[config.mk]
export PLATFORM = sky130hd
export DESIGN_NAME = lsfu_flag_update
export DESIGN_NICKNAME = d
export VERILOG_FILES = /design/src/lsfu_pkg.sv /design/src/lsfu_flag_update.sv
export VERILOG_INCLUDE_DIRS = /design/src
export SDC_FILE = /design/constraint.sdc
export NUM_CORES = 1
export LEC_CHECK = 0
export ABC_AREA = 1
export BUFFER_PORTS_ARGS = -buffer_cell sky130_fd_sc_hd__clkbuf_2
export CORE_AREA = 4 4 95 97
export DETAILED_ROUTE_END_ITERATION = 6
export DIE_AREA = 0 0 99 101
export PLACE_DENSITY = 0.81
export SETUP_SLACK_MARGIN = 0.3
export SYNTH_ARGS = -nofsm -noshare
export SYNTH_HDL_FRONTEND = slang
export SYNTH_SLANG_ARGS = --single-unit
[constraint.sdc]
create_clock -name core_clk -period 1.3 [get_ports core_clk]
set_input_delay 0 -clock core_clk [delete_from_list [all_inputs] [get_ports core_clk]]
set_output_delay 0 -clock core_clk [all_outputs]
set_load 0.05 [all_outputs]
[src/lsfu_map.svh]
`ifndef LSFU_MAP_SVH
`define LSFU_MAP_SVH

// Register offsets (byte addresses on the plain register port)
`define LSFU_OFS_STATUS     8'h00
`define LSFU_OFS_UNDEF      8'h04
`define LSFU_OFS_COMMITS    8'h08

// Bit positions inside the arithmetic status word
`define LSFU_BIT_COND       0
`define LSFU_BIT_ZERO       1
`define LSFU_BIT_NEG        2
`define LSFU_BIT_CARRY      3
`define LSFU_BIT_OVF        4
`define LSFU_BIT_QUOT       5
`define LSFU_FLAG_COUNT     6

// Reset values
`define LSFU_RST_STATUS     6'h00
`define LSFU_RST_UNDEF      6'h00
`define LSFU_RST_COMMITS    16'h0000

`endif

[src/lsfu_pkg.sv]
package lsfu_pkg;

  // What an instruction does to one flag
  typedef enum logic [1:0] {
    FA_KEEP  = 2'h0,
    FA_CALC  = 2'h1,
    FA_CLEAR = 2'h2,
    FA_UNDEF = 2'h3
  } lsfu_act_e;

  // One action per flag, condition bit lowest
  typedef struct packed {
    lsfu_act_e quot;
    lsfu_act_e ovf;
    lsfu_act_e carry;
    lsfu_act_e neg;
    lsfu_act_e zero;
    lsfu_act_e cond;
  } lsfu_plan_s;

  // The six status flags, packed in status-word order
  typedef struct packed {
    logic quotient_flag;
    logic overflow_copy;
    logic carry_copy;
    logic negative_flag;
    logic zero_flag;
    logic condition_bit;
  } lsfu_flags_s;

  // Side values from the datapath for the flags not derived from the result word
  typedef struct packed {
    logic cond;
    logic carry;
    logic ovf;
    logic quot;
  } lsfu_side_s;

  // Instruction classes delivered by the decoder
  typedef enum logic [5:0] {
    IC_NONE        = 6'h00,
    IC_MOV_ACC     = 6'h01,
    IC_MOV_COND    = 6'h02,
    IC_MOV_HZX     = 6'h03,
    IC_MOV_HSX     = 6'h04,
    IC_MOVH_REG    = 6'h05,
    IC_MOVH_ACC    = 6'h06,
    IC_MOV_BZX     = 6'h07,
    IC_MOV_BSX     = 6'h08,
    IC_CMP_DREG    = 6'h09,
    IC_CMP_PTR     = 6'h0a,
    IC_CMP_ACC     = 6'h0b,
    IC_MOV_CC      = 6'h0c,
    IC_NEG_CC      = 6'h0d,
    IC_LOGIC       = 6'h0e,
    IC_BXOR        = 6'h0f,
    IC_BITCLR      = 6'h10,
    IC_BITSET      = 6'h11,
    IC_BITTGL      = 6'h12,
    IC_BITTST      = 6'h13,
    IC_DEP_EXT     = 6'h14,
    IC_BITMUX      = 6'h15,
    IC_ADDSH_PREG  = 6'h16,
    IC_ADDSH_DREG  = 6'h17,
    IC_SHADD       = 6'h18,
    IC_ASH_DREG    = 6'h19,
    IC_ASH_ACC     = 6'h1a,
    IC_LSH_PREG    = 6'h1b,
    IC_LSH_DREG    = 6'h1c,
    IC_LSH_ACC     = 6'h1d,
    IC_ROT         = 6'h1e,
    IC_ABS_DREG    = 6'h1f,
    IC_ABS_ACC     = 6'h20,
    IC_ADD_PREG    = 6'h21,
    IC_ADD_DREG    = 6'h22,
    IC_PRESCALE    = 6'h23,
    IC_ADDI_PREG   = 6'h24,
    IC_ADDI_DREG   = 6'h25,
    IC_DIVIDE      = 6'h26,
    IC_EXPADJ      = 6'h27,
    IC_MAXMIN      = 6'h28,
    IC_MODD_PREG   = 6'h29,
    IC_MODD_ACC    = 6'h2a,
    IC_MODI_PREG   = 6'h2b,
    IC_MODI_DREG   = 6'h2c,
    IC_MODI_ACC    = 6'h2d,
    IC_MUL16       = 6'h2e,
    IC_MUL32       = 6'h2f,
    IC_MAC         = 6'h30,
    IC_NEG_DREG    = 6'h31,
    IC_NEG_ACC     = 6'h32,
    IC_RND         = 6'h33,
    IC_SAT         = 6'h34,
    IC_SUB         = 6'h35,
    IC_SUBI        = 6'h36,
    IC_CONTROL     = 6'h37
  } lsfu_iclass_e;

endpackage

[src/lsfu_flag_update.sv]
`include "lsfu_map.svh"

// Behaviour
// - Mac to data register move: zero, negative, overflow undefined; others kept.
// - Zero-extend half move: zero computed; negative, carry, overflow cleared.
// - Sign-extend half move: zero, negative computed; carry, overflow cleared.
// - Other half moves not sourced from a mac register keep every flag.
// - Mac to half data register: zero, negative, overflow undefined; others kept.
// - Add-with-shift: pointer form keeps all; data form computes, carry undefined.
// - Arithmetic shift to data: zero, negative, overflow computed; carry undefined.
// - Arithmetic shift to mac: zero, negative computed; carry undefined; overflow kept.
// - Logical shift to pointer: zero, negative, carry, overflow undefined.
// - Logical shift to data: zero, negative computed; carry kept; overflow undefined.
// - Add immediate: data form computes four flags; pointer or index keeps all.
// - Divide steps compute quotient; four flags undefined; condition kept.
// - Modify-increment extracted to data computes zero, negative, carry, overflow.
// - Modify-decrement of mac: zero, negative, carry undefined; overflow kept.
// - Multiply to mac makes only overflow undefined; all else kept.
// - Negate to data: zero, negative, overflow computed; carry undefined.
// - Round to half-word: zero, negative, overflow computed; carry undefined.
// - Prescaled add and subtract, up and down, keep all flags.
// - Forced interrupt or reset instruction alters no flag.
// - A flag marked cleared is written zero whatever the result.
// - Undefined flags may take any value; software samples them beforehand.
module lsfu_flag_update #(
  parameter int DATA_W = 32,
  parameter int ADDR_W = 8,
  parameter int CNT_W  = 16
) (
  // Clock, reset, enable
  input  wire logic                 core_clk,
  input  wire logic                 sys_rst,
  input  wire logic                 clk_en,
  // Instruction write-back from decoder and datapath
  input  wire logic                 wb_valid,
  input  wire lsfu_pkg::lsfu_iclass_e wb_class,
  input  wire logic [DATA_W-1:0]    wb_result,
  input  wire logic                 wb_half,
  input  wire lsfu_pkg::lsfu_side_s wb_side,
  // Register port
  input  wire logic [ADDR_W-1:0]    reg_addr,
  input  wire logic [31:0]          reg_wdata,
  input  wire logic                 reg_wr,
  input  wire logic                 reg_rd,
  output lsfu_pkg::lsfu_flags_s     arith_status_word,
  output logic [`LSFU_FLAG_COUNT-1:0] undef_mask,
  output logic [31:0]               reg_rdata
);

  localparam lsfu_pkg::lsfu_act_e K = lsfu_pkg::FA_KEEP;
  localparam lsfu_pkg::lsfu_act_e C = lsfu_pkg::FA_CALC;
  localparam lsfu_pkg::lsfu_act_e Z = lsfu_pkg::FA_CLEAR;
  localparam lsfu_pkg::lsfu_act_e U = lsfu_pkg::FA_UNDEF;

  //////////////////////////////////////////////////////////////////////////////
  // Helpers

  // Builds a plan; argument order follows the flag columns cond..quot
  function automatic lsfu_pkg::lsfu_plan_s mk(
    input lsfu_pkg::lsfu_act_e cc,
    input lsfu_pkg::lsfu_act_e zr,
    input lsfu_pkg::lsfu_act_e ng,
    input lsfu_pkg::lsfu_act_e cy,
    input lsfu_pkg::lsfu_act_e ov,
    input lsfu_pkg::lsfu_act_e qt
  );
    mk = '{quot: qt, ovf: ov, carry: cy, neg: ng, zero: zr, cond: cc};
  endfunction

  // Applies one action to one flag
  function automatic logic apply(
    input lsfu_pkg::lsfu_act_e act,
    input logic                old_v,
    input logic                calc_v
  );
    unique case (act)
      lsfu_pkg::FA_KEEP:  apply = old_v;
      lsfu_pkg::FA_CALC:  apply = calc_v;
      lsfu_pkg::FA_CLEAR: apply = 1'b0;
      lsfu_pkg::FA_UNDEF: apply = calc_v;
    endcase
  endfunction

  // Marks an undefined flag
  function automatic logic is_undef(input lsfu_pkg::lsfu_act_e act);
    is_undef = (act == lsfu_pkg::FA_UNDEF);
  endfunction

  //////////////////////////////////////////////////////////////////////////////
  // Class to per-flag action table

  function automatic lsfu_pkg::lsfu_plan_s plan_of(input lsfu_pkg::lsfu_iclass_e ic);
    unique case (ic)
      lsfu_pkg::IC_MOV_ACC:    plan_of = mk(K, U, U, K, U, K);
      lsfu_pkg::IC_MOV_COND:   plan_of = mk(K, K, K, K, K, K);
      lsfu_pkg::IC_MOV_HZX:    plan_of = mk(K, C, Z, Z, Z, K);
      lsfu_pkg::IC_MOV_HSX:    plan_of = mk(K, C, C, Z, Z, K);
      lsfu_pkg::IC_MOVH_REG:   plan_of = mk(K, K, K, K, K, K);
      lsfu_pkg::IC_MOVH_ACC:   plan_of = mk(K, U, U, K, U, K);
      lsfu_pkg::IC_MOV_BZX:    plan_of = mk(K, C, C, Z, Z, K);
      lsfu_pkg::IC_MOV_BSX:    plan_of = mk(K, C, C, Z, Z, K);
      lsfu_pkg::IC_CMP_DREG:   plan_of = mk(C, C, C, C, U, K);
      lsfu_pkg::IC_CMP_PTR:    plan_of = mk(C, K, K, K, K, K);
      lsfu_pkg::IC_CMP_ACC:    plan_of = mk(C, C, C, C, U, K);
      lsfu_pkg::IC_MOV_CC:     plan_of = mk(K, C, C, C, C, C);
      lsfu_pkg::IC_NEG_CC:     plan_of = mk(C, K, K, K, K, K);
      lsfu_pkg::IC_LOGIC:      plan_of = mk(K, C, C, Z, Z, K);
      lsfu_pkg::IC_BXOR:       plan_of = mk(C, K, K, K, K, K);
      lsfu_pkg::IC_BITCLR:     plan_of = mk(K, C, C, U, U, K);
      lsfu_pkg::IC_BITSET:     plan_of = mk(K, U, U, U, U, K);
      lsfu_pkg::IC_BITTGL:     plan_of = mk(K, C, C, U, U, K);
      lsfu_pkg::IC_BITTST:     plan_of = mk(C, K, K, K, K, K);
      lsfu_pkg::IC_DEP_EXT:    plan_of = mk(K, C, C, U, U, K);
      lsfu_pkg::IC_BITMUX:     plan_of = mk(K, U, U, K, K, K);
      lsfu_pkg::IC_ADDSH_PREG: plan_of = mk(K, K, K, K, K, K);
      lsfu_pkg::IC_ADDSH_DREG: plan_of = mk(K, C, C, U, C, K);
      lsfu_pkg::IC_SHADD:      plan_of = mk(K, K, K, K, K, K);
      lsfu_pkg::IC_ASH_DREG:   plan_of = mk(K, C, C, U, C, K);
      lsfu_pkg::IC_ASH_ACC:    plan_of = mk(K, C, C, U, K, K);
      lsfu_pkg::IC_LSH_PREG:   plan_of = mk(K, U, U, U, U, K);
      lsfu_pkg::IC_LSH_DREG:   plan_of = mk(K, C, C, K, U, K);
      lsfu_pkg::IC_LSH_ACC:    plan_of = mk(K, C, C, U, U, K);
      lsfu_pkg::IC_ROT:        plan_of = mk(C, K, K, K, K, K);
      lsfu_pkg::IC_ABS_DREG:   plan_of = mk(K, C, Z, U, C, K);
      lsfu_pkg::IC_ABS_ACC:    plan_of = mk(K, C, Z, U, U, K);
      lsfu_pkg::IC_ADD_PREG:   plan_of = mk(K, K, K, K, K, K);
      lsfu_pkg::IC_ADD_DREG:   plan_of = mk(K, C, C, C, C, K);
      lsfu_pkg::IC_PRESCALE:   plan_of = mk(K, K, K, K, K, K);
      lsfu_pkg::IC_ADDI_PREG:  plan_of = mk(K, K, K, K, K, K);
      lsfu_pkg::IC_ADDI_DREG:  plan_of = mk(K, C, C, C, C, K);
      lsfu_pkg::IC_DIVIDE:     plan_of = mk(K, U, U, U, U, C);
      lsfu_pkg::IC_EXPADJ:     plan_of = mk(K, U, U, K, K, K);
      lsfu_pkg::IC_MAXMIN:     plan_of = mk(K, C, C, U, U, K);
      lsfu_pkg::IC_MODD_PREG:  plan_of = mk(K, K, K, K, K, K);
      lsfu_pkg::IC_MODD_ACC:   plan_of = mk(K, U, U, U, K, K);
      lsfu_pkg::IC_MODI_PREG:  plan_of = mk(K, K, K, K, K, K);
      lsfu_pkg::IC_MODI_DREG:  plan_of = mk(K, C, C, C, C, K);
      lsfu_pkg::IC_MODI_ACC:   plan_of = mk(K, U, U, U, U, K);
      lsfu_pkg::IC_MUL16:      plan_of = mk(K, K, K, K, U, K);
      lsfu_pkg::IC_MUL32:      plan_of = mk(K, K, K, K, K, K);
      lsfu_pkg::IC_MAC:        plan_of = mk(K, K, K, K, U, K);
      lsfu_pkg::IC_NEG_DREG:   plan_of = mk(K, C, C, U, C, K);
      lsfu_pkg::IC_NEG_ACC:    plan_of = mk(K, C, C, U, U, K);
      lsfu_pkg::IC_RND:        plan_of = mk(K, C, C, U, C, K);
      lsfu_pkg::IC_SAT:        plan_of = mk(K, C, C, U, U, K);
      lsfu_pkg::IC_SUB:        plan_of = mk(K, C, C, C, C, K);
      lsfu_pkg::IC_SUBI:       plan_of = mk(K, K, K, K, K, K);
      lsfu_pkg::IC_CONTROL:    plan_of = mk(K, K, K, K, K, K);
      default:                 plan_of = mk(K, K, K, K, K, K);
    endcase
  endfunction

  //////////////////////////////////////////////////////////////////////////////
  // Flag values computed from the result word and the side values

  lsfu_pkg::lsfu_plan_s  plan;
  lsfu_pkg::lsfu_flags_s calc;
  lsfu_pkg::lsfu_flags_s flags_next;
  logic [`LSFU_FLAG_COUNT-1:0] undef_next;
  logic                  commit;
  logic [CNT_W-1:0]      commit_cnt_reg;

  assign plan   = plan_of(wb_class);
  assign commit = clk_en && wb_valid;

  always_comb
  begin
    calc.condition_bit = wb_side.cond;
    calc.zero_flag     = wb_half ? (wb_result[15:0] == 16'h0000) : (wb_result == '0);
    calc.negative_flag = wb_half ? wb_result[15] : wb_result[DATA_W-1];
    calc.carry_copy    = wb_side.carry;
    calc.overflow_copy = wb_side.ovf;
    calc.quotient_flag = wb_side.quot;
  end

  always_comb
  begin
    flags_next.condition_bit = apply(plan.cond, arith_status_word.condition_bit,
                                     calc.condition_bit);
    flags_next.zero_flag     = apply(plan.zero, arith_status_word.zero_flag,
                                     calc.zero_flag);
    flags_next.negative_flag = apply(plan.neg, arith_status_word.negative_flag,
                                     calc.negative_flag);
    flags_next.carry_copy    = apply(plan.carry, arith_status_word.carry_copy,
                                     calc.carry_copy);
    flags_next.overflow_copy = apply(plan.ovf, arith_status_word.overflow_copy,
                                     calc.overflow_copy);
    flags_next.quotient_flag = apply(plan.quot, arith_status_word.quotient_flag,
                                     calc.quotient_flag);
    undef_next = {is_undef(plan.quot), is_undef(plan.ovf), is_undef(plan.carry),
                  is_undef(plan.neg), is_undef(plan.zero), is_undef(plan.cond)};
  end

  //////////////////////////////////////////////////////////////////////////////
  // Status word: instruction commit wins over a software write in the same cycle

  always_ff @(posedge core_clk)
  begin
    if (sys_rst)
      arith_status_word <= `LSFU_RST_STATUS;
    else if (commit)
      arith_status_word <= flags_next;
    else if (clk_en && reg_wr && reg_addr == `LSFU_OFS_STATUS)
      arith_status_word <= reg_wdata[`LSFU_FLAG_COUNT-1:0];
  end

  // Undefined mask: set by the committing instruction, kept flags keep their mark
  always_ff @(posedge core_clk)
  begin
    if (sys_rst)
      undef_mask <= `LSFU_RST_UNDEF;
    else if (commit)
      undef_mask <= undef_next | (undef_mask & ~defined_by(plan));
    else if (clk_en && reg_wr && reg_addr == `LSFU_OFS_STATUS)
      undef_mask <= `LSFU_RST_UNDEF;
  end

  // Flags touched by the plan with a defined outcome lose their undefined mark
  function automatic logic [`LSFU_FLAG_COUNT-1:0] defined_by(input lsfu_pkg::lsfu_plan_s p);
    defined_by = {p.quot != K, p.ovf != K, p.carry != K,
                  p.neg != K, p.zero != K, p.cond != K};
  endfunction

  always_ff @(posedge core_clk)
  begin
    if (sys_rst)
      commit_cnt_reg <= `LSFU_RST_COMMITS;
    else if (commit)
      commit_cnt_reg <= commit_cnt_reg + 1'b1;
  end

  //////////////////////////////////////////////////////////////////////////////
  // Read port: data in the cycle after an enabled strobe, held while clk_en stays low

  always_ff @(posedge core_clk)
  begin
    if (sys_rst)
      reg_rdata <= 32'h0000_0000;
    else if (clk_en)
    begin
      reg_rdata <= 32'h0000_0000;
      if (reg_rd)
      begin
        unique case (reg_addr)
          `LSFU_OFS_STATUS:  reg_rdata <= {26'h0, arith_status_word};
          `LSFU_OFS_UNDEF:   reg_rdata <= {26'h0, undef_mask};
          `LSFU_OFS_COMMITS: reg_rdata <= {{(32-CNT_W){1'b0}}, commit_cnt_reg};
          default:           reg_rdata <= 32'h0000_0000;
        endcase
      end
    end
  end

endmodule

---- Yosys cells after proc, flatten, opt, wreduce, memory -nomap -nowiden ----
Memory sizes are Yosys's and may differ from the RTL's.
Index checks and enable logic that the tools add are counted.
operators by class
  bitwise operators ....................... 3
  muxes and demuxes ....................... 14
  eq/ne operators ......................... 26
  reductions and logical operators ........ 31
  add/sub/neg operators ................... 1
operators with widths
  cell                                                 number
  one-hot mux 16 bit (3 select lines)                  1
  logical NOT 32 bit                                   1
  equality test 2 bit, second input constant           12
  2-to-1 mux 6 bit                                     4
  adder 16 x 1 -> 16 bit, second input constant        1
  logical NOT 16 bit                                   1
  2-to-1 mux 16 bit                                    1
  nonzero test 2 bit                                   7
  equality test 2 x 1 -> 1 bit, second input constant  6
  logical NOT 2 bit                                    6
  != test 2 bit, second input constant                 6
  one-hot mux 1 bit (2 select lines)                   6
  AND reduction 2 bit                                  6
  OR reduction 2 bit                                   6
  equality test 8 x 3 -> 1 bit, second input constant  1
  equality test 8 x 4 -> 1 bit, second input constant  1
  logical NOT 8 bit                                    1
  bitwise AND 6 bit                                    1
  NOT 6 bit                                            1
  OR 6 bit                                             1
  logical AND 1 bit                                    3
  2-to-1 mux 1 bit                                     2
word-level totals
  register bits ........................... 60
  logic and storage cells ................. 85
  input bits .............................. 89
  memories ................................ 1
  memory bits (read-only) ................. 640
  output and inout port bits .............. 44
memories
  name             depth  bits a word  read ports  clocked after memory_dff  wr ports  RTL line                RTL
  (no name shown)  64     10           1           0                         0         lsfu_flag_update.sv:93  unique case (ic)

---- Logic depth before layout (Yosys ltp) ----
Gate-level depths: netlist of the first run.
An unclocked memory read counts as a cell.
  depth after elaboration ................. 6
  gate-level depth with buffers ........... 16
  gate-level depth less buffers ........... 16

---- Worst setup path before layout of the first run ----
Ideal clock, no wire load.
  path kind ............................... register to register
  from .................................... reg commit_cnt_reg[3]
  to ...................................... reg commit_cnt_reg[13]
  required time ........................... 1190 ps
  data arrival time ....................... 1265 ps
  setup slack ............................. -75 ps
  library setup time ...................... 110 ps
  path buffers ............................ 0
  clock period less this slack ............ 1375 ps
  cell stages (with the launch flop) ...... 10
  cells stage by stage .................... dfxtp_1 inv_1 nor4_2 nand2_1 nor2_2 nand3_2 nor2_1 nand2_1 nand2_1 nor2_1
on the way
  cells in the longest elaborated chain, start to end .. 1
RTL lines
  what                    RTL line                 RTL
  start, declared         lsfu_flag_update.sv:161  logic [CNT_W-1:0] commit_cnt_reg;
  start signal, assigned  lsfu_flag_update.sv:227  commit_cnt_reg <= `LSFU_RST_COMMITS;
  start signal, assigned  lsfu_flag_update.sv:229  commit_cnt_reg <= commit_cnt_reg + 1'b1;
  adder 16 x 1 -> 16 bit  lsfu_flag_update.sv:229
No other way between the ends.
A chain may end at the register's enable or synchronous reset.

---- Worst setup path after layout of the first run ----
  from .................................... reg commit_cnt_reg[0]
  to ...................................... reg commit_cnt_reg[11]
The elaborated chain is that of the path after synthesis.

==> qor.csv, run 1 <==
stage,metric,value,unit
route,wl_per_cell,14.6,um
route,drtIter0Drc,285,
die,fp.dieH,101,um
sta,max_freq,648,MHz
synthesis,synth_top_area_frac,0.278,
synthesis,netlist.top_cell.by_area,dfxtp_1,
global_routing,grt_pass1_vias,3754,
setup_path,r2r_start,commit_cnt_reg[0]$_SDFFE_PP0P_,
cts,path_clk_slew,90,ps
synthesis,ys_ff_latch,44,
die,num_rows,33,
route,first_pass_iters,4,
cts,cts_max_path_buffers,2,
cts,cts_root_buf,clkbuf_8,
final_layout,final_core_util,0.591,
sta,finClkSkew,8.76,ps
place,dp.cells,733,
synthesis,ys_warn_count,0,
place,gp_congestion,0.936,
setup_path,setup.worst_path.class,flop to flop,
sta,hold_viol_final,0,
sta,rsz0062_at_grt,yes,
global_routing,grt-ovfl-total,0,
outcome,violations,setup timing,
synthesis,yosysUniqueCellTypes,39,
global_routing,track_usage,0.205,
route,vias,3983,
die,die_area,10000,um^2
place,dpl.hpwl,7830,um
sta,post-route-min-period,1540,ps
sta,fin_setup_tns,-2000,ps
cts,clk-insertion-delay-late,300,ps
final_layout,diodes,0,
synthesis,synth.most_common_cell,nand2_1,
final_layout,area_delta_synth_final,51.8,%
setup_path,worstSetupStartpointType,flop,
cts,cts_tree,yes,
synthesis,syn_area,3170,um^2
setup_path,cp.required,1500,ps
cts,cts_buffers,5,
min_path,hold_start,reg_wdata[2],
sta,period_share,1.19,
setup_path,crit_fanout,5,
cts,htreeDepth,2,
setup_path,r2r_slack,-240,ps
sta,setup_violations,11,
sta,setup_ws,-242,ps
route,vias_per_cell,5.18,
die,core-area,8130,um^2
setup_path,crit_path_end_kind,flop,
die,start_util,0.390,
power,p_leak,2.23,nW
synthesis,ys.flop_type,dfxtp_1,
power,p_per_area,732,nW/um^2
synthesis,synth_edf_count,0,
synthesis,netlist_top_cells_count,"nand2_1, nor2_1, inv_1",
global_routing,antenna_found_initial,0,
final_layout,fin_nets,761,
synthesis,synth_cells,512,
power,ir_drop,448,uV
synthesis,synth_async_sr_flop_share,0,
route,wirelength,11200,um
synthesis,seq_area_frac_synth,0.278,
run,maxCapViolCount,0,
final_layout,fin_cells,769,
global_routing,grt_pass1_wl,17200,um
place,io_buffer_count,90,
outcome,status,"complete, but fails checks",
min_path,min_path_type,input pin to flop,
setup_path,crit_start,commit_cnt_reg[0]$_SDFFE_PP0P_,
setup_path,worstPathArrival,1740,ps
cts,cts.sink_count,44,
route,drc,0,
synthesis,syn_area_per_cell,6.19,um^2
global_routing,grt_max_degree,27,
synthesis,synth_area_leaders,"dfxtp_1, nand2_1, nand3_1",
die,die_w,99,um
final_layout,drive_above_1_share,0.461,
sta,drv_slew,0,
route,ant_nets,0,
die,io-pin-count,133,
==> metal layers <==
layer,vias up,share of wire,GRT usage
met5,-,0,0
met4,0,0.023,0.0704
met2,189,0.49,0.361
met1,1832,0.41,0.257
met3,26,0.071,0.0256
li1,1936,-,-
==> critical path: stages (launching register included) <==
cell     delay, ps
dfxtp_2        350
inv_2           50
nor4_4         330
nand2_2        130
nor2_4         160
nand3_4        100
buf_4          170
o21ai_2         90
a21oi_1         40
==> stage by stage <==
step | power (mW) | setup WS (ps) | instance area (um^2) | hold WS [ps]
after floorplan | 2.01 | -53.7 | 3310 | 166
after global placement | 2.26 | -224 | 4040 | 271
after detailed placement | 2.27 | -262 | 4040 | 269
after CTS | 3.41 | -193 | 4480 | 28.4
after global routing | 3.67 | -318 | 4810 | 43.4
final | 3.52 | -242 | 4810 | 14.0
==> placed cells by master, fill, tap and decap left out, types with 2 or more instances in the layout <==
master,count
nand4_2,2
clkbuf_8,5
nor2_1,50
o221ai_2,2
dfxtp_2,16
inv_1,32
nor4_4,2
nand3_2,22
ha_2,4
dfxtp_1,28
o211ai_1,3
ha_4,3
nor3_1,4
inv_2,11
o21ai_2,8
nor2_4,6
nand2_2,34
dlygate4sd3_1,2
nand2_4,8
conb_1,16
a21oi_4,3
buf_12,3
nand2_1,135
ha_1,2
buf_4,60
a21oi_1,27
a21oi_2,5
clkbuf_2,89
nor2_2,2
buf_6,7
o21bai_1,2
inv_4,3
clkinvlp_4,2
nand3_1,23
nand4_1,12
a31oi_1,3
o21ai_1,8
nand3b_1,2
o21ai_0,4
==> cell type report <==
class / instances / area (um^2)
fill: 696 / 3320
multi-input combinational: 403 / 2400
timing repair buffer: 162 / 1070
sequential: 44 / 901
inverter: 47 / 188
tap: 105 / 131
clock buffer: 5 / 68.8
clock inverter: 3 / 46.3
==> where the power goes <==
part / internal [mW] / switching [mW]
clock: 0.579 / 0.502
sequential: 1.37 / 0.0223
combinational: 0.378 / 0.668
==> path summary, 6_finish.rpt <==
| path | cells past startpoint | end |
|---|---|---|
| setup / recovery | 8 | commit_cnt_reg[11]$_SDFFE_PP0P_ |
| hold / removal | 5 | arith_status_word[2]$_SDFFE_PP0P_ |
| setup reg to reg | 8 | commit_cnt_reg[11]$_SDFFE_PP0P_ |
| hold reg to reg | 2 | reg_rdata[5]$_SDFFE_PP0P_ |
==> repair_timing <==
action / 4_1_cts / 5_1_grt
resized for setup: 55 / 63
setup buffers: 9 / 15
pin swaps: 39 / 50
hold buffers: 2 / 0
endpoints found under the setup margin: 27 / 39
cloned: 1 / 1
endpoints found under the hold margin: 1 / 0
==> logic make-up (layout without fill, tap and decap cells) <==
logic type | Yosys count | in the layout | synth area share
and+or+nand+nor | 305 | 307 | 0.418
buffers and inverters | 82 | 217 | 0.129
AOI/OAI and AO/OA | 70 | 70 | 0.134
DFF | 44 | 44 | 0.278
adders and majority gates | 9 | 9 | 0.0355
other | 1 | 16 | 0.00118
muxes | 1 | 1 | 0.00316
(Power assumes the default switching activity.)
==> inputs of run 2 (changes only) <==
--- a/config.mk
+++ b/config.mk
@@ -8,10 +8,11 @@
 export LEC_CHECK = 0
 export ABC_AREA = 1
 export BUFFER_PORTS_ARGS = -buffer_cell sky130_fd_sc_hd__clkbuf_2
-export CORE_AREA = 4 4 95 97
+export CORE_AREA = 4 4 90 101
 export DETAILED_ROUTE_END_ITERATION = 6
-export DIE_AREA = 0 0 99 101
-export PLACE_DENSITY = 0.81
+export DIE_AREA = 0 0 94 105
+export PLACE_DENSITY = 0.8
+export REMOVE_ABC_BUFFERS = 1
 export SETUP_SLACK_MARGIN = 0.3
 export SYNTH_ARGS = -nofsm -noshare
 export SYNTH_HDL_FRONTEND = slang
==> constraint.sdc (replaced) <==
create_clock -name core_clk -period 1.9 [get_ports core_clk]
set_input_delay 0 -clock core_clk [delete_from_list [all_inputs] [get_ports core_clk]]
set_output_delay 0 -clock core_clk [all_outputs]
set_load 0.05 [all_outputs]
==> run 2 against run 1 <==
  * Largest power group unchanged
  * Clock skew fell by 4.1 ps
  * Combinational power shrank 50%
  * Sequential power is 32% lower
  * Hold slack worse by 6.4 ps
  * Sequential share of layout area grew 4.3 points
  * Die area is 1.3% lower
  * The run now ends clean
  * Power decreased by 38%
  * Critical path type unchanged
  * Critical endpoint is now commit_cnt_reg[13]$_SDFFE_PP0P_
  * Routed wire length fell by 20%
  * Register-to-register slack improved by 570 ps
  * Fmax is 2.1% lower
  * First-iteration DRC count is 26% lower
==> qor.csv, run 2 (synthesized netlist as in run 1, its figures left out) <==
stage,metric,value,unit,change
power,p_per_area,568,nW/um^2,-22%
setup_path,crit_fanout,6,,+1
setup_path,r2r_slack,320,ps,+570 ps
cts,cts_root_buf,clkbuf_8,,
sta,setup_ws,325,ps,+567 ps
power,ir_drop,239,uV,-47%
sta,slew-limit-headroom,0.614,,
route,ant_nets,0,,unchanged
global_routing,grt_max_degree,27,,unchanged
sta,max_freq,635,MHz,-2.1%
sta,hold_ws,7.62,ps,-6.42 ps
sta,hold_viol_final,0,,unchanged
final_layout,multi_input_area,1980,um^2,-18%
final_layout,n_fill_cell,856,,+23%
power,p_leak,1.82,nW,-19%
global_routing,grt_busiest_layer,met2,,
final_layout,layout_common_cells,"nand2_1, clkbuf_2, nor2_1, inv_1, nand3_1",,
setup_path,worstPathArrival,1770,ps,+30 ps
run,maxCapViolCount,0,,unchanged
die,io-pin-count,133,,unchanged
cts,cts_buffers,5,,unchanged
place,dpl.hpwl,7170,um,-8.5%
min_path,min_path_type,input pin to flop,,
cts,cts.sink_count,44,,unchanged
final_layout,fin_cells,713,,-7.3%
global_routing,antenna_found_initial,0,,unchanged
sta,tightestPinTransition,578,ps,
setup_path,worstSetupStartpointType,flop,,
final_layout,seq_area,883,um^2,-1.9%
place,gp_congestion,0.940,,+0.48%
power,total_power,2.18,mW,-38%
setup_path,r2r_start,commit_cnt_reg[0]$_SDFFE_PP0P_,,
global_routing,met1_usage,0.224,,-0.0334
setup_path,setup.worst_path.class,flop to flop,,
route,drtIter0Drc,212,,-26%
sta,finClkSkew,4.70,ps,-4.07 ps
setup_path,worst_r2r_endpoint,commit_cnt_reg[13]$_SDFFE_PP0P_,,
min_path,min_to,arith_status_word[5]$_SDFFE_PP0P_,,
min_path,hold_depth,3,,-2
cts,cts_max_path_buffers,2,,unchanged
outcome,status,finished clean,,
global_routing,grt_use_met3,0.0317,,+0.00607
min_path,hold_start,wb_side[0],,
sta,setup_violations,0,,-11
setup_path,rr_worst_depth,9,,+1
die,fp.dieH,105,um,+4.0%
final_layout,drive_above_1_share,0.231,,-0.230
final_layout,area_delta_synth_final,20.8,%,
setup_path,cp.required,2100,ps,+600 ps
route,vias_per_cell,4.97,,-4.0%
global_routing,grt_pass1_vias,3295,,-12%
sta,period_share,0.829,,-0.357
die,num_rows,35,,+6.1%
route,first_pass_iters,5,,+1
global_routing,grt-ovfl-total,0,,unchanged
cts,path_clk_slew,80,ps,about the same
cts,htreeDepth,2,,unchanged
route,wirelength,8950,um,-20%
global_routing,grt_pass1_wl,14700,um,-14%
cts,clk-insertion-delay-late,300,ps,about the same
route,vias,3547,,-11%
final_layout,fin_nets,699,,-8.1%
place,post-place-ws,202,ps,+465 ps
sta,post-route-min-period,1580,ps,+32.8 ps
route,wl_per_cell,12.6,um,-14%
sta,rsz0062_at_grt,yes,,
global_routing,met2_usage,0.313,,-0.0480
place,dp.cells,702,,-4.2%
die,die_area,9870,um^2,-1.3%
sta,drv_slew,0,,unchanged
global_routing,track_usage,0.180,,-0.0244
die,start_util,0.389,,-0.000539
route,drc,0,,unchanged
cts,cts_tree,yes,,
final_layout,final_common_cell,nand2_1,,
setup_path,crit_path_end_kind,flop,,
sta,fin_setup_tns,0,ps,+2000 ps
place,io_buffer_count,90,,unchanged
die,core-area,8150,um^2,+0.14%
die,die_w,94,um,-5.1%
final_layout,diodes,0,,unchanged
[run 2: per-stage QoR]
| step | instance area (um^2) | utilization |
|---|---|---|
| after global routing | 3830 | 0.470 |
| after global placement | 3650 | 0.448 |
| final | 3830 | 0.470 |
| after CTS | 3770 | 0.463 |
| after floorplan | 2990 | - |
| after detailed placement | 3650 | 0.448 |
[run 2: final cells by class]
class,count,area share
tap,111,0.0363
sequential,44,0.231
clock inverter,3,0.0111
clock buffer,5,0.0180
multi-input combinational,401,0.516
inverter,47,0.0461
timing repair buffer,102,0.142
[run 2: how the worst max path moves through the flow]
stage / from / end / slack, ps / cells after the start
after CTS: commit_cnt_reg[3]$_SDFFE_PP0P_ / commit_cnt_reg[15]$_SDFFE_PP0P_ / 330 / 9
after detailed placement: wb_class[1] / arith_status_word[3]$_SDFFE_PP0P_ / 200 / 14
after global placement: wb_class[1] / arith_status_word[4]$_SDFFE_PP0P_ / 270 / 16
after global routing: commit_cnt_reg[2]$_SDFFE_PP0P_ / commit_cnt_reg[13]$_SDFFE_PP0P_ / 210 / 9
after floorplan: commit_cnt_reg[3]$_SDFFE_PP0P_ / commit_cnt_reg[13]$_SDFFE_PP0P_ / 520 / 9
final: commit_cnt_reg[0]$_SDFFE_PP0P_ / commit_cnt_reg[13]$_SDFFE_PP0P_ / 320 / 9
[run 2: power by group]
part	leakage [nW]	switching (mW)	total, mW	internal [mW]
Clock	0.0541	0.319	0.708	0.389
Combinational	1.41	0.365	0.520	0.155
Sequential	0.356	0.0115	0.947	0.936
[run 2: repair_timing]
item | 4_1_cts | 5_1_grt
endpoints found under the setup margin | 0 | 7
resized for setup | 0 | 14
setup buffers | 0 | 2
hold buffers | 1 | 0
hold endpoints to repair | 1 | 0
[run 2: layer usage]
layer | vias to the layer above | share of wire
met2 | 139 | 0.50
li1 | 1811 | -
met4 | 0 | 0.015
met3 | 13 | 0.074
met5 | - | 0
met1 | 1584 | 0.41
[run 2: worst max-delay path, cell delays in order (launching register included)]
cell     delay, ps
dfxtp_1        350
inv_1          110
nor4_4         320
nand2_2        130
nor2_4         170
nand3_4        120
nor2_2         130
nand2_1         50
nand2_1         50
nor2_1          40
==> inputs of run 3 (changes only) <==
--- a/config.mk
+++ b/config.mk
@@ -6,12 +6,12 @@
 export SDC_FILE = /design/constraint.sdc
 export NUM_CORES = 1
 export LEC_CHECK = 0
-export ABC_AREA = 1
+export ABC_AREA = 0
 export BUFFER_PORTS_ARGS = -buffer_cell sky130_fd_sc_hd__clkbuf_2
 export CORE_AREA = 4 4 90 101
 export DETAILED_ROUTE_END_ITERATION = 6
 export DIE_AREA = 0 0 94 105
-export PLACE_DENSITY = 0.8
+export PLACE_DENSITY = 0.79
 export REMOVE_ABC_BUFFERS = 1
 export SETUP_SLACK_MARGIN = 0.3
 export SYNTH_ARGS = -nofsm -noshare
==> constraint.sdc (replaced) <==
create_clock -name core_clk -period 1.64 [get_ports core_clk]
set_input_delay 0 -clock core_clk [delete_from_list [all_inputs] [get_ports core_clk]]
set_output_delay 0 -clock core_clk [all_outputs]
set_load 0.05 [all_outputs]
==> run 3 against run 2 <==
  * Cell count decreased by 5.5%
  * First-iteration DRC count grew 3.3%
  * Via count up 0.76%
  * Critical path depth fell by 2
  * Synthesized cell count shrank 21%
  * Global-route usage is 2.0 points higher
  * Combinational power grew 52%
  * Sequential power grew 16%
  * Sequential share of layout area down 4.1 points
  * Synthesized area down 0.39%
  * Clock skew rose by 3.3 ps
  * Largest cell class unchanged
  * Highest routed layer unchanged
==> qor.csv, run 3 <==
stage,metric,value,unit,change
power,switching_share,0.311,,-0.00871
route,vias_per_cell,5.30,,+6.6%
route,wirelength,10600,um,+18%
sta,tightestPinTransition,505,ps,-73.4 ps
sta,finClkSkew,7.97,ps,+3.28 ps
setup_path,r2r_start,commit_cnt_reg[1]$_SDFFE_PP0P_,,
setup_path,crit_buf_inv,1,,unchanged
power,p_comb_frac,0.290,,+0.051
setup_path,rr_worst_depth,7,,-2
synthesis,syn_area_per_cell,7.76,um^2,+25%
cts,cts_buffers,5,,unchanged
final_layout,design_area,4700,um^2,+23%
global_routing,met1_usage,0.219,,-0.00470
setup_path,worstPathArrival,1710,ps,-60 ps
cts,cts_max_path_buffers,2,,unchanged
setup_path,crit_path_end_kind,flop,,
sta,slew-limit-headroom,0.663,,+0.0486
global_routing,grt_busiest_layer,met2,,
die,die_w,94,um,unchanged
synthesis,synth_cells,407,,-21%
synthesis,synth_async_sr_flop_share,0,,unchanged
die,num_rows,35,,unchanged
sta,max_freq,654,MHz,
synthesis,netlist.top_cell.by_area,dfxtp_1,,
setup_path,crit_fanout,7,,+1
global_routing,grt_max_degree,24,,-11%
die,core-area,8150,um^2,unchanged
synthesis,synth_area_leaders,"dfxtp_1, a21oi_1, nor2_1",,
sta,fin_setup_tns,0,ps,unchanged
global_routing,grt_use_met3,0.0295,,-0.00216
cts,clk-insertion-delay-late,300,ps,about the same
die,die_area,9870,um^2,unchanged
global_routing,met2_usage,0.361,,+0.0487
place,post_dp_cell_area,4030,um^2,+10%
power,p_switching,846,uW,+22%
sta,rsz0062_at_grt,yes,,
global_routing,grt_pass1_wl,16200,um,+9.8%
route,drtIter0Drc,219,,+3.3%
route,vias,3574,,+0.76%
route,wl_per_cell,15.7,um,+25%
min_path,min_to,arith_status_word[0]$_SDFFE_PP0P_,,
cts,cts.sink_count,44,,unchanged
die,fp.dieH,105,um,unchanged
route,first_pass_iters,4,,-1
final_layout,drive_above_1_share,0.449,,+0.218
setup_path,critPathTopFamily,simple AND/OR/NAND/NOR gates,,
global_routing,antenna_found_initial,0,,unchanged
place,dp.cells,646,,-8.0%
sta,post-route-min-period,1530,ps,
sta,drv_slew,0,,unchanged
route,ant_nets,0,,unchanged
global_routing,track_usage,0.200,,+0.0200
setup_path,worstSetupStartpointType,input pin,,
cts,cts_tree,yes,,
sta,period_share,0.932,,
setup_path,cpPeakStageDelay,590,ps,+240 ps
setup_path,cp.required,1820,ps,-280 ps
die,start_util,0.388,,-0.00154
cts,cts_root_buf,clkbuf_8,,
outcome,status,finished clean,,
power,ir_drop,356,uV,+49%
final_layout,final_common_cell,clkbuf_2,,
final_layout,diodes,0,,unchanged
power,p_per_area,579,nW/um^2,+1.9%
place,dpl.hpwl,7640,um,+6.6%
synthesis,netlist_top_cells_count,"dfxtp_1, nor2_1, nand2_1",,
synthesis,seq_area_frac_synth,0.279,,+0.00110
synthesis,ys_warn_count,0,,unchanged
synthesis,ys_ff_latch,44,,unchanged
synthesis,syn_area,3160,um^2,-0.39%
final_layout,area_delta_synth_final,48.8,%,
sta,hold_viol_final,0,,unchanged
die,io-pin-count,133,,unchanged
synthesis,ys.flop_type,dfxtp_1,,
synthesis,yosysUniqueCellTypes,70,,+79%
setup_path,r2r_slack,250,ps,-70 ps
route,drc,0,,unchanged
cts,htreeDepth,2,,unchanged
place,gp_congestion,0.893,,-5.1%
global_routing,grt_pass1_vias,3597,,+9.2%
setup_path,path_common_cell,nor2_4,,
power,p_leak,2.03,nW,+12%
setup_path,cp_cell_sequence,buf_6 -> or4b_4 -> or4_4 -> nor2_4 -> nor2_4 -> mux2i_2 -> a2111oi_2,,
final_layout,fin_cells,674,,-5.5%
min_path,hold_start,reg_wdata[0],,
synthesis,synth_edf_count,0,,unchanged
min_path,hold_depth,3,,unchanged
place,io_buffer_count,90,,unchanged
run,maxCapViolCount,0,,unchanged
setup_path,setup.worst_path.class,input pin to flop,,
power,power.share.clock,0.305,,-0.020
power,seqPwrFrac,0.405,,-0.030
power,power.internal,1.87,mW,+27%
cts,path_clk_slew,80,ps,about the same
final_layout,fin_nets,660,,-5.6%
sta,setup_violations,0,,unchanged
global_routing,grt-ovfl-total,0,,unchanged
min_path,min_path_type,input pin to flop,,
final_layout,layout_common_cells,"clkbuf_2, buf_4, nor2_1, dfxtp_1, nand2_1",,
setup_path,crit_slowest_cell,or4_4,,
synthesis,synth_top_area_frac,0.279,,+0.00110
setup_path,worst_r2r_endpoint,commit_cnt_reg[12]$_SDFFE_PP0P_,,
==> run 3: cell count changes in the layout (fill, tap and decap cells not counted), moves of 8 or more <==
cell	before	now
nor4_1	0	9
mux2i_1	1	11
nand2b_1	0	8
xor2_1	0	10
inv_1	44	4
buf_4	11	71
nor2b_1	0	22
nand3_1	44	10
nor2_1	52	39
nand2_1	170	36
buf_6	0	11
==> run 3: final cells by class <==
type	instances	area, um^2
repair buffers	174	1200
flip-flops and latches	44	891
fillers	716	3450
inverters	6	32.5
well taps	111	139
multi-input cells	331	2330
clock buffers	5	68.8
clock inverters	3	42.5
==> run 3: kinds of logic after synthesis <==
logic type / after synthesis / synth area share
and+or+nand+nor: 183 / 0.309
other: 1 / 0.00119
AOI/OAI and AO/OA: 96 / 0.197
adders and majority gates: 9 / 0.0357
xor gates and xnor gates: 12 / 0.0333
buffers and inverters: 47 / 0.0924
muxes: 15 / 0.0523
DFF: 44 / 0.279
==> run 3: power by group through the flow <==
stage / clock network (mW) / registers [mW] / logic [mW]
5_1_grt: 0.880 / 1.10 / 0.840
2_1_floorplan: 0 / 1.17 / 0.297
3_5_place_dp: 0 / 1.12 / 0.675
6_report: 0.831 / 1.10 / 0.788
3_3_place_gp: 0 / 1.12 / 0.666
4_1_cts: 0.832 / 1.10 / 0.743
==> run 3: how the worst max path moves through the flow <==
stage	slack [ps]	cells past startpoint	end	from
3_5_place_dp	-360	10	arith_status_word[3]$_SDFFE_PP0P_	wb_class[0]
6_report	110	7	arith_status_word[1]$_SDFFE_PP0P_	reg_addr[3]
5_1_grt	70	7	arith_status_word[1]$_SDFFE_PP0P_	reg_addr[3]
4_1_cts	160	6	arith_status_word[1]$_SDFFE_PP0P_	wb_valid
3_3_place_gp	-260	11	undef_mask[3]$_SDFFE_PP0P_	wb_class[1]
2_1_floorplan	-60	6	arith_status_word[1]$_SDFFE_PP0P_	reg_addr[5]
==> run 3: metrics by stage <==
| step | worst slack, ps | hold slack [ps] | utilization | power (mW) |
|---|---|---|---|---|
| global route | 70.6 | 36.9 | 0.577 | 2.82 |
| floorplan | -61.9 | 64.6 | - | 1.46 |
| finish | 111 | 1.48 | 0.577 | 2.72 |
| CTS | 155 | 4.72 | 0.546 | 2.68 |
| global placement | -258 | 252 | 0.494 | 1.79 |
| detailed placement | -363 | 263 | 0.494 | 1.80 |
==> run 3: per-layer routing <==
layer  part of all wire  wire [um]
met1               0.38       4040
met2               0.54       5700
met3              0.051        535
met4              0.030        316
met5                  0          0
==> run 3: repair_timing <==
| item | CTS | global route |
|---|---|---|
| hold buffers | 1 | 0 |
| endpoints found under the setup margin | 17 | 33 |
| gates resized for setup | 57 | 40 |
| setup buffers | 9 | 9 |
| endpoints found under the hold margin | 1 | 0 |
| pin swaps | 21 | 35 |
| gates cloned | 0 | 1 |
==> run 3: worst min-delay path: stages <==
cell and delay (ps):
clkbuf_2 110, a21oi_2 110, nor3_1 40
